<file path="config.mk">
export PLATFORM = sky130hd
export DESIGN_NAME = pmac_phy_mode_cfg
export DESIGN_NICKNAME = d
export VERILOG_FILES = /design/src/pmac_pkg.sv /design/src/pmac_phy_mode_cfg.sv
export VERILOG_INCLUDE_DIRS = /design/src
export SDC_FILE = /design/constraint.sdc
export NUM_CORES = 1
export LEC_CHECK = 0
export BUFFER_PORTS_ARGS = -buffer_cell sky130_fd_sc_hd__buf_2
export CAP_MARGIN = 10
export CORE_ASPECT_RATIO = 0.5
export CORE_MARGIN = 2
export CORE_UTILIZATION = 41
export DETAILED_ROUTE_END_ITERATION = 6
export GPL_TIMING_DRIVEN = 0
export PLACE_DENSITY_LB_ADDON = 0.25
export SKIP_CTS_REPAIR_TIMING = 1
export SYNTH_ARGS = -nofsm -noshare
export SYNTH_HDL_FRONTEND = slang
export SYNTH_SLANG_ARGS = --single-unit
</file>
<file path="constraint.sdc">
create_clock -name clk_sys -period 2.8 [get_ports clk_sys]
set_clock_uncertainty 0.15 [all_clocks]
set_input_delay 0.28 -clock clk_sys [delete_from_list [all_inputs] [get_ports clk_sys]]
set_output_delay 0.28 -clock clk_sys [all_outputs]
set_load 0.01 [all_outputs]
</file>
<file path="src/pmac_consts.svh">
// offsets, field positions, reset values and timing counts of the phy mode and address block
`ifndef PMAC_CONSTS_SVH
`define PMAC_CONSTS_SVH
`define PMAC_OFS_ENERGY_CTRL 5'h11
`define PMAC_OFS_SPECIAL 5'h12
`define PMAC_OFS_IRQ_STAT 5'h1C
`define PMAC_OFS_IRQ_MASK 5'h1D
`define PMAC_BIT_EDPD 13
`define PMAC_BIT_ENERGY 1
`define PMAC_BIT_RSVD0 0
`define PMAC_MODE_HI 7
`define PMAC_MODE_LO 5
`define PMAC_ADDR_HI 4
`define PMAC_ADDR_LO 0
`define PMAC_MODE_ALL_CAPABLE 3'h7
`define PMAC_ENERGY_TIMEOUT_MS 256
`define PMAC_CLK_HZ 20000000
`define PMAC_ENERGY_TIMEOUT_CYC (`PMAC_ENERGY_TIMEOUT_MS * (`PMAC_CLK_HZ / 1000))
`define PMAC_IRQ_ENERGY_LOST 0
`define PMAC_IRQ_ENERGY_FOUND 1
`define PMAC_IRQ_RELOAD 2
`endif

</file>
<file path="src/pmac_pkg.sv">
// types of the phy mode and address block
package pmac_pkg;
   typedef enum logic [2:0] {
      PMAC_M10_HALF = 3'h0,
      PMAC_M10_FULL = 3'h1,
      PMAC_M100_HALF = 3'h2,
      PMAC_M100_FULL = 3'h3,
      PMAC_MRSVD4 = 3'h4,
      PMAC_MRSVD5 = 3'h5,
      PMAC_MPOWER_DOWN = 3'h6,
      PMAC_MALL_CAPABLE = 3'h7
   } pmac_mode_t;

   typedef struct packed {
      logic autoneg;
      logic speed;
      logic duplex;
      logic [4:0] addr;
   } pmac_strap_t;

   typedef struct packed {
      logic speed_100;
      logic full_duplex;
      logic autoneg_en;
      logic power_down;
      logic crs_on_tx;
      logic energy_detect_powerdown_en;
      logic [4:0] phy_mgmt_address;
      logic [4:0] scrambler_seed;
   } pmac_phy_cfg_t;

   typedef struct packed {
      logic [4:0] addr;
      logic [15:0] wdata;
      logic wr;
      logic rd;
   } pmac_bus_req_t;

   typedef struct packed {
      logic straps_taken;
      pmac_strap_t strap;
      logic edpd_en;
      logic rsvd0;
      logic energy;
      logic [31:0] quiet_cnt;
      pmac_mode_t mode;
      logic [4:0] addr;
      logic [2:0] irq_stat;
      logic [2:0] irq_mask;
      logic irq;
      logic [15:0] rdata;
      pmac_phy_cfg_t cfg;
   } pmac_state_t;
endpackage

</file>
<file path="src/pmac_phy_mode_cfg.sv">
// per-port phy mode, energy detect and management address registers
//
// Added by the designer: the address-and-strobe port.
`timescale 1ns/100ps
`default_nettype none
`include "pmac_consts.svh"

module pmac_phy_mode_cfg
   import pmac_pkg::*;
#(
   parameter int unsigned ENERGY_TIMEOUT_CYC = `PMAC_ENERGY_TIMEOUT_CYC
) (
   input wire logic clk_sys,
   input wire logic arst_n,
   input wire logic port_phy_rst,
   input wire logic soft_phy_rst,
   input wire logic strap_autoneg,
   input wire logic strap_speed,
   input wire logic strap_duplex,
   input wire logic [4:0] strap_phy_addr,
   input wire logic line_energy_seen,
   input wire logic loader_wr,
   input wire logic [15:0] loader_data,
   input wire pmac_bus_req_t bus_req,
   output logic [15:0] bus_rdata,
   output logic irq,
   output pmac_phy_cfg_t phy_cfg
);

   pmac_state_t st_reg;
   pmac_state_t st_next;

   // mode field default from captured straps
   function automatic pmac_mode_t strap_mode(input pmac_strap_t s);
      if (s.autoneg) begin
         strap_mode = pmac_mode_t'(`PMAC_MODE_ALL_CAPABLE);
      end else begin
         strap_mode = pmac_mode_t'({1'b0, s.speed, s.duplex});
      end
   endfunction

   // decode of the mode field into phy controls
   function automatic pmac_phy_cfg_t decode_mode(input pmac_mode_t m, input logic edpd, input logic [4:0] a);
      pmac_phy_cfg_t c;
      c = '0;
      c.energy_detect_powerdown_en = edpd;
      c.phy_mgmt_address = a;
      c.scrambler_seed = a;
      case (m)
         PMAC_M10_HALF: begin
            c.speed_100 = 1'b0;
         end
         PMAC_M10_FULL: begin
            c.full_duplex = 1'b1;
         end
         PMAC_M100_HALF: begin
            c.speed_100 = 1'b1;
            c.crs_on_tx = 1'b1;
         end
         PMAC_M100_FULL: begin
            c.speed_100 = 1'b1;
            c.full_duplex = 1'b1;
         end
         PMAC_MPOWER_DOWN: begin
            c.power_down = 1'b1;
         end
         PMAC_MALL_CAPABLE: begin
            c.autoneg_en = 1'b1;
            c.speed_100 = 1'b1;
            c.full_duplex = 1'b1;
         end
         default: begin
            c.power_down = 1'b0; // reserved codes: phy idles in 10 half
         end
      endcase
      decode_mode = c;
   endfunction

   // register read image
   function automatic logic [15:0] read_word(input pmac_state_t s, input logic [4:0] a);
      logic [15:0] w;
      w = 16'h0000;
      case (a)
         `PMAC_OFS_ENERGY_CTRL: begin
            w[`PMAC_BIT_EDPD] = s.edpd_en;
            w[`PMAC_BIT_ENERGY] = s.energy;
            w[`PMAC_BIT_RSVD0] = s.rsvd0;
         end
         `PMAC_OFS_SPECIAL: begin
            w[`PMAC_MODE_HI:`PMAC_MODE_LO] = s.mode;
            w[`PMAC_ADDR_HI:`PMAC_ADDR_LO] = s.addr;
         end
         `PMAC_OFS_IRQ_STAT: begin
            w[2:0] = s.irq_stat;
         end
         `PMAC_OFS_IRQ_MASK: begin
            w[2:0] = s.irq_mask;
         end
         default: begin
            w = 16'h0000; // unmapped reads as zero
         end
      endcase
      read_word = w;
   endfunction

   // next-state logic
   always_comb begin
      logic [2:0] ev;
      logic wr_ctl;
      logic wr_spc;
      st_next = st_reg;
      ev = 3'h0;
      wr_ctl = bus_req.wr && (bus_req.addr == `PMAC_OFS_ENERGY_CTRL);
      wr_spc = bus_req.wr && (bus_req.addr == `PMAC_OFS_SPECIAL);

      // first cycle after release: catch straps, load defaults
      if (!st_reg.straps_taken) begin
         st_next.straps_taken = 1'b1;
         st_next.strap = '{autoneg: strap_autoneg, speed: strap_speed,
                           duplex: strap_duplex, addr: strap_phy_addr};
         st_next.mode = strap_mode(st_next.strap);
         st_next.addr = strap_phy_addr;
      end else if (port_phy_rst) begin
         // per-port reset restores protected and ordinary bits
         st_next.mode = strap_mode(st_reg.strap);
         st_next.addr = st_reg.strap.addr;
         st_next.edpd_en = 1'b0;
         st_next.rsvd0 = 1'b0;
      end else if (soft_phy_rst) begin
         // soft reset: mode/addr kept, energy kept, irq status/mask kept, edpd_en and rsvd0 to default
         st_next.edpd_en = 1'b0;
         st_next.rsvd0 = 1'b0;
      end else begin
         if (wr_ctl) begin
            st_next.edpd_en = bus_req.wdata[`PMAC_BIT_EDPD];
            st_next.rsvd0 = bus_req.wdata[`PMAC_BIT_RSVD0];
         end
         if (loader_wr) begin
            st_next.mode = pmac_mode_t'(loader_data[`PMAC_MODE_HI:`PMAC_MODE_LO]);
            st_next.addr = loader_data[`PMAC_ADDR_HI:`PMAC_ADDR_LO];
            ev[`PMAC_IRQ_RELOAD] = 1'b1;
         end else if (wr_spc) begin
            st_next.mode = pmac_mode_t'(bus_req.wdata[`PMAC_MODE_HI:`PMAC_MODE_LO]);
            st_next.addr = bus_req.wdata[`PMAC_ADDR_HI:`PMAC_ADDR_LO];
         end
      end

      // energy flag: set on energy, cleared after a quiet timeout
      if (line_energy_seen) begin
         st_next.quiet_cnt = 32'h0;
         if (!st_reg.energy) begin
            ev[`PMAC_IRQ_ENERGY_FOUND] = 1'b1;
         end
         st_next.energy = 1'b1;
      end else if (st_reg.energy) begin
         if (st_reg.quiet_cnt >= 32'(ENERGY_TIMEOUT_CYC - 1)) begin
            st_next.energy = 1'b0;
            st_next.quiet_cnt = 32'h0;
            ev[`PMAC_IRQ_ENERGY_LOST] = 1'b1;
         end else begin
            st_next.quiet_cnt = st_reg.quiet_cnt + 32'h1;
         end
      end

      // status: read clears, a new event wins over the clear
      if (bus_req.wr && (bus_req.addr == `PMAC_OFS_IRQ_MASK)) begin
         st_next.irq_mask = bus_req.wdata[2:0];
      end
      if (bus_req.rd && (bus_req.addr == `PMAC_OFS_IRQ_STAT)) begin
         st_next.irq_stat = ev;
      end else begin
         st_next.irq_stat = st_reg.irq_stat | ev;
      end
      st_next.irq = |(st_next.irq_stat & st_next.irq_mask);

      // read data one cycle after the strobe
      st_next.rdata = bus_req.rd ? read_word(st_reg, bus_req.addr) : 16'h0000;
      st_next.cfg = decode_mode(st_next.mode, st_next.edpd_en, st_next.addr);
   end

   // state register; hard reset sets energy flag
   always_ff @(posedge clk_sys or negedge arst_n) begin
      if (!arst_n) begin
         st_reg <= '0;
         st_reg.energy <= 1'b1;
         st_reg.mode <= PMAC_MALL_CAPABLE;
      end else begin
         st_reg <= st_next;
      end
   end

   assign bus_rdata = st_reg.rdata;
   assign irq = st_reg.irq;
   assign phy_cfg = st_reg.cfg;

endmodule
`default_nettype wire

</file>
# [Yosys cells after proc, flatten, opt, wreduce, memory -nomap -nowiden]
# Cells that the tools add are included.
[totals] input_bits=53 output_inout_bits=33 register_bits=78
[op_classes] eq_ne=11 mux=35 n_bitwise=2 n_addsub=1 order_cmp=1 n_reduce_logical=11
[op_table] op="33-bit two-way mux" n=2
[op_table] op="8-bit two-way mux" n=5
[op_table] op="32-bit by 1-bit adder with 32-bit output, second input constant" n=1
[op_table] op="32-bit by 23-bit greater-or-equal comparator with 1-bit output, second input constant" n=1
[op_table] op="32-bit two-way mux" n=1
[op_table] op="5-bit equality test, second input constant" n=4
[op_table] op="1-bit two-way mux" n=16
[op_table] op="14-bit two-way mux" n=1
[op_table] op="3-bit two-way mux" n=4
[op_table] op="3-bit OR reduction" n=3
[op_table] op="2-bit one-hot mux with 4 select lines" n=1
[op_table] op="3-bit by 2-bit equality test with 1-bit output, second input constant" n=2
[op_table] op="3-bit equality test, second input constant" n=2
[op_table] op="2-bit two-way mux" n=3
[op_table] op="5-bit two-way mux" n=1
[op_table] op="1-bit logical AND" n=4
[op_table] op="4-bit by 3-bit inequality test with 1-bit output, second input constant" n=1
[op_table] op="2-bit AND reduction" n=2
[op_table] op="3-bit bitwise AND" n=1
[op_table] op="3-bit by 1-bit equality test with 1-bit output, second input constant" n=1
[op_table] op="3-bit inequality test, second input constant" n=1
[op_table] op="3-bit bitwise OR" n=1
[op_table] op="1-bit one-hot mux with 3 select lines" n=1
[op_table] op="3-bit nonzero test" n=1
[op_table] op="2-bit nonzero test" n=1

# [Logic depth before layout (Yosys ltp)]
[logic_depth] depth_word=10 mapped_depth=7 ltp_nobuf=6

# [Worst setup path before layout]
# OpenSTA, ideal clock, no wires.
[synth_path] path_kind="register to register" from="register st_reg[47] (netlist name)" to="register st_reg[69] (netlist name)" arrival_time_ps=1759 path_slack_ps=797 stages_incl_launch_ff=8 period_less_slack_ps=2003 n_path_buf=1 cell_sequence="dfrtp_1 > ha_1 > nand3_1 > nor4_2 > o41ai_4 > buf_2 > nand2_1 > a211oi_1"
[synth_between] elab_chain_len=4 word_cells_on_any_way=5
[synth_lines] element="start, declared" line_no="pmac_phy_mode_cfg.sv:30" text="pmac_state_t st_reg;"
[synth_lines] element="start signal, assigned" line_no="pmac_phy_mode_cfg.sv:188" text="st_reg <= st_next;"
[synth_lines] element="32-bit by 1-bit adder with 32-bit output or 32-bit by 23-bit greater-or-equal comparator with 1-bit output (tied branches)" line_no="pmac_phy_mode_cfg.sv:161, pmac_phy_mode_cfg.sv:156"
[synth_lines] element="32-bit two-way mux *" line_no="pmac_phy_mode_cfg.sv:156" text="if (st_reg.quiet_cnt >= 32'(ENERGY_TIMEOUT_CYC - 1)) begin"
[synth_lines] element="33-bit two-way mux *" line_no="pmac_phy_mode_cfg.sv:155" text="end else if (st_reg.energy) begin"
[synth_lines] element="33-bit two-way mux *" line_no="pmac_phy_mode_cfg.sv:149" text="if (line_energy_seen) begin"
# Every way passes the cells marked *; elsewhere a longest branch is shown, timed or not. The select of a mux whose other input is x is not followed.
# A chain may end at the register's enable or synchronous reset.

# [Worst setup path in the final report]
[layout_path] from="register st_reg[47] (netlist name)" to="register st_reg[59] (netlist name)"
# The elaborated chain is that of the path after synthesis.

==> results.py <==
metrics = {
    "status": {
        "outcome": "completed",
    },
    "power": {
        "pwr-share-seq": 0.420,
        "combinationalPowerShare": 0.117,
        "leakagePower_uw": 0.00232,
        "irDropWorstVdd_v": 0.000274,
        "netSwitchingFraction": 0.238,
        "clock_power_share": 0.463,
        "p_int_uw": 2080,
        "powerDensity_nw_per_um2": 564,
        "p_switching_uw": 650,
    },
    "cells_and_area": {
        "syn2layout_area_growth_pct": 21.3,
        "postLayoutCellArea_um2": 4850,
        "regArea_um2": 1830,
        "antennaDiodeCount": 0,
        "fillers": 886,
        "drive_gt1_frac": 0.318,
        "final_util": 0.514,
        "multi_input_area_um2": 1830,
        "nNetsFinal": 534,
        "final_cell_mix": "buf_2 (69), dfrtp_1 (69), nand2_1 (48)",
        "largest_reg_flops": 52,
    },
    "timing": {
        "fmax_mhz": 405,
        "worst_slew_pin_slew_ps": 1070,
        "max-slew-margin-rel": 0.279,
        "hold_violations": 0,
        "rsz0062_at_grt": "no",
        "period_minus_slack_ps": 2470,
        "slew_viol_final": 0,
        "final.setup.tns_ps": 0,
        "post-route-period-util": 0.883,
        "setup_viol": 0,
    },
    "clock_tree": {
        "ctsHtreeMaxLevel": 3,
        "clkTransAtPathRegs_ps": 60,
        "cts_root_buffer": "clkbuf_16",
        "cts_buffer_depth": 2,
        "cts_buffers": 9,
        "cts_tree": "done",
        "clock_sinks": 73,
        "clock_latency_ps": 340,
    },
    "global_route": {
        "grt.total_usage": 0.187,
        "grt_overflow": 0,
        "grt_pass1_vias": 3073,
        "grt_max_degree": 38,
        "antenna_found_initial": 0,
        "grt_first_pass_wirelength_mm": 15.2,
    },
    "setup_path": {
        "critPathLaunchType": "flop",
        "cp.required_ps": 2890,
        "end_kind": "flop",
        "startpoint": "st_reg[47]",
        "critPathKind": "flop to flop",
        "arrival_ps": 2570,
        "cp_max_fo": 9,
        "r2r-start": "st_reg[47]",
    },
    "detailed_routing": {
        "first_pass_iters": 5,
        "ant_nets": 0,
        "vias": 3260,
        "drt_wl_total_mm": 9.24,
        "viasPerCell": 5.26,
        "wl_per_cell_um": 14.9,
        "drc": 0,
        "drt_iter0_markers": 218,
    },
    "synthesis": {
        "syn_area_um2": 4000,
        "synthArstFlopShare": 1.00,
        "ys_top_cells_by_area": "dfrtp_1 (43%), buf_4 (6.0%), nand2_1 (4.5%)",
        "synth_top_area_share": 0.432,
        "syn_area_per_cell_um2": 9.97,
        "yosysSeqAreaShare": 0.458,
        "yosys.area.top_type": "dfrtp_1",
        "synth_ff_type": "dfrtp_1",
        "synth_seq_cells": 73,
        "yosysWarnings": 0,
        "ys_types": 66,
        "synth-edff-count": 0,
        "syn-instance-count": 401,
    },
    "run": {
        "cap_violations": 0,
    },
    "die": {
        "rows": 25,
        "die_area_um2": 10600,
        "start_util": 0.423,
        "die_y_um": 73.8,
        "dieWidth_um": 144,
        "core-area_um2": 9450,
        "io_pins": 86,
    },
    "placement": {
        "place_area_um2": 4510,
        "gp_congestion": 0.805,
        "hpwl_mm": 6.63,
        "port_buffers": 60,
    },
    "min_path": {
        "hp-class": "input pin to flop",
        "worstHoldStart": "strap_phy_addr[4]",
    },
}
-- area by class of cell --
cell class,instances,area share
inverters,9,0.00696
plain buffers,51,0.0671
well taps,135,0.0348
clock inverters,6,0.0186
flip-flops and latches,73,0.378
repair buffers,62,0.0686
clock buffers,10,0.0493
multi-input cells,274,0.377
-- per-stage QoR --
stage	power, µW	hold slack, ps	setup WS [ps]	std cells
final	2730	40.5	328	620
after global routing	2840	41.0	154	620
after CTS	2760	-233	354	619
after detailed placement	1490	131	412	603
after global placement	1480	313	425	602
after floorplan	1360	-166	797	407
-- final timing paths --
path / end / slack (ps) / depth (start not counted)
worst max register to register: st_reg[59] / 330 / 6
worst max-delay path: st_reg[59] / 330 / 6
max in group asynchronous: st_reg[45] / 1570 / 3
worst min-delay path: st_reg[86] / 40 / 2
min in group asynchronous: st_reg[55] / 290 / 2
worst min register to register: st_reg[37] / 320 / 2
-- metal layers --
metal	vias to the layer above	wire length (µm)	part of all wire	global-route usage
li1	1597	-	-	-
met1	1567	4490	0.49	0.246
met2	90	4180	0.45	0.300
met3	6	489	0.053	0.0574
met4	0	89	0.0096	0.0534
met5	-	0	0	0
-- synthesized netlist by cell type, types with 9 or more instances --
library cell and number:
nor4_1 12, inv_1 9, dfrtp_1 69, mux2_2 15, nand3_1 12, and2_1 15, buf_4 32, nor3_1 10
nor2_1 17, nand4_1 9, o21ai_0 10, nand2_1 48, o2111ai_1 10, buf_2 10, and3_1 16
-- cells by family (layout without fill, tap and decap cells) --
| logic type | count (synthesis) | in the layout | synth area share |
|---|---|---|---|
| muxes | 19 | 19 | 0.0535 |
| other | 2 | 8 | 0.00188 |
| AOI/OAI and AO/OA | 80 | 80 | 0.163 |
| adders and majority gates | 1 | 1 | 0.00313 |
| and+or+nand+nor | 166 | 166 | 0.230 |
| DFF | 73 | 73 | 0.458 |
| buffers and inverters | 60 | 138 | 0.0898 |
-- power groups by stage --
stage               combinational, µW  clock [µW]  sequential, µW
CTS                               323        1290            1150
floorplan                         199           0            1160
detailed placement                322           0            1170
global placement                  314           0            1170
finish                            320        1270            1150
global route                      355        1330            1160
-- critical path: stages (launching register included) --
cell and delay [ps]:
dfrtp_1 420, ha_1 260, nand3_1 270, nor4_2 100, o41ai_4 460, nand3_1 420
o211ai_1 300
No activity file was read; power rests on OpenSTA's default activity.
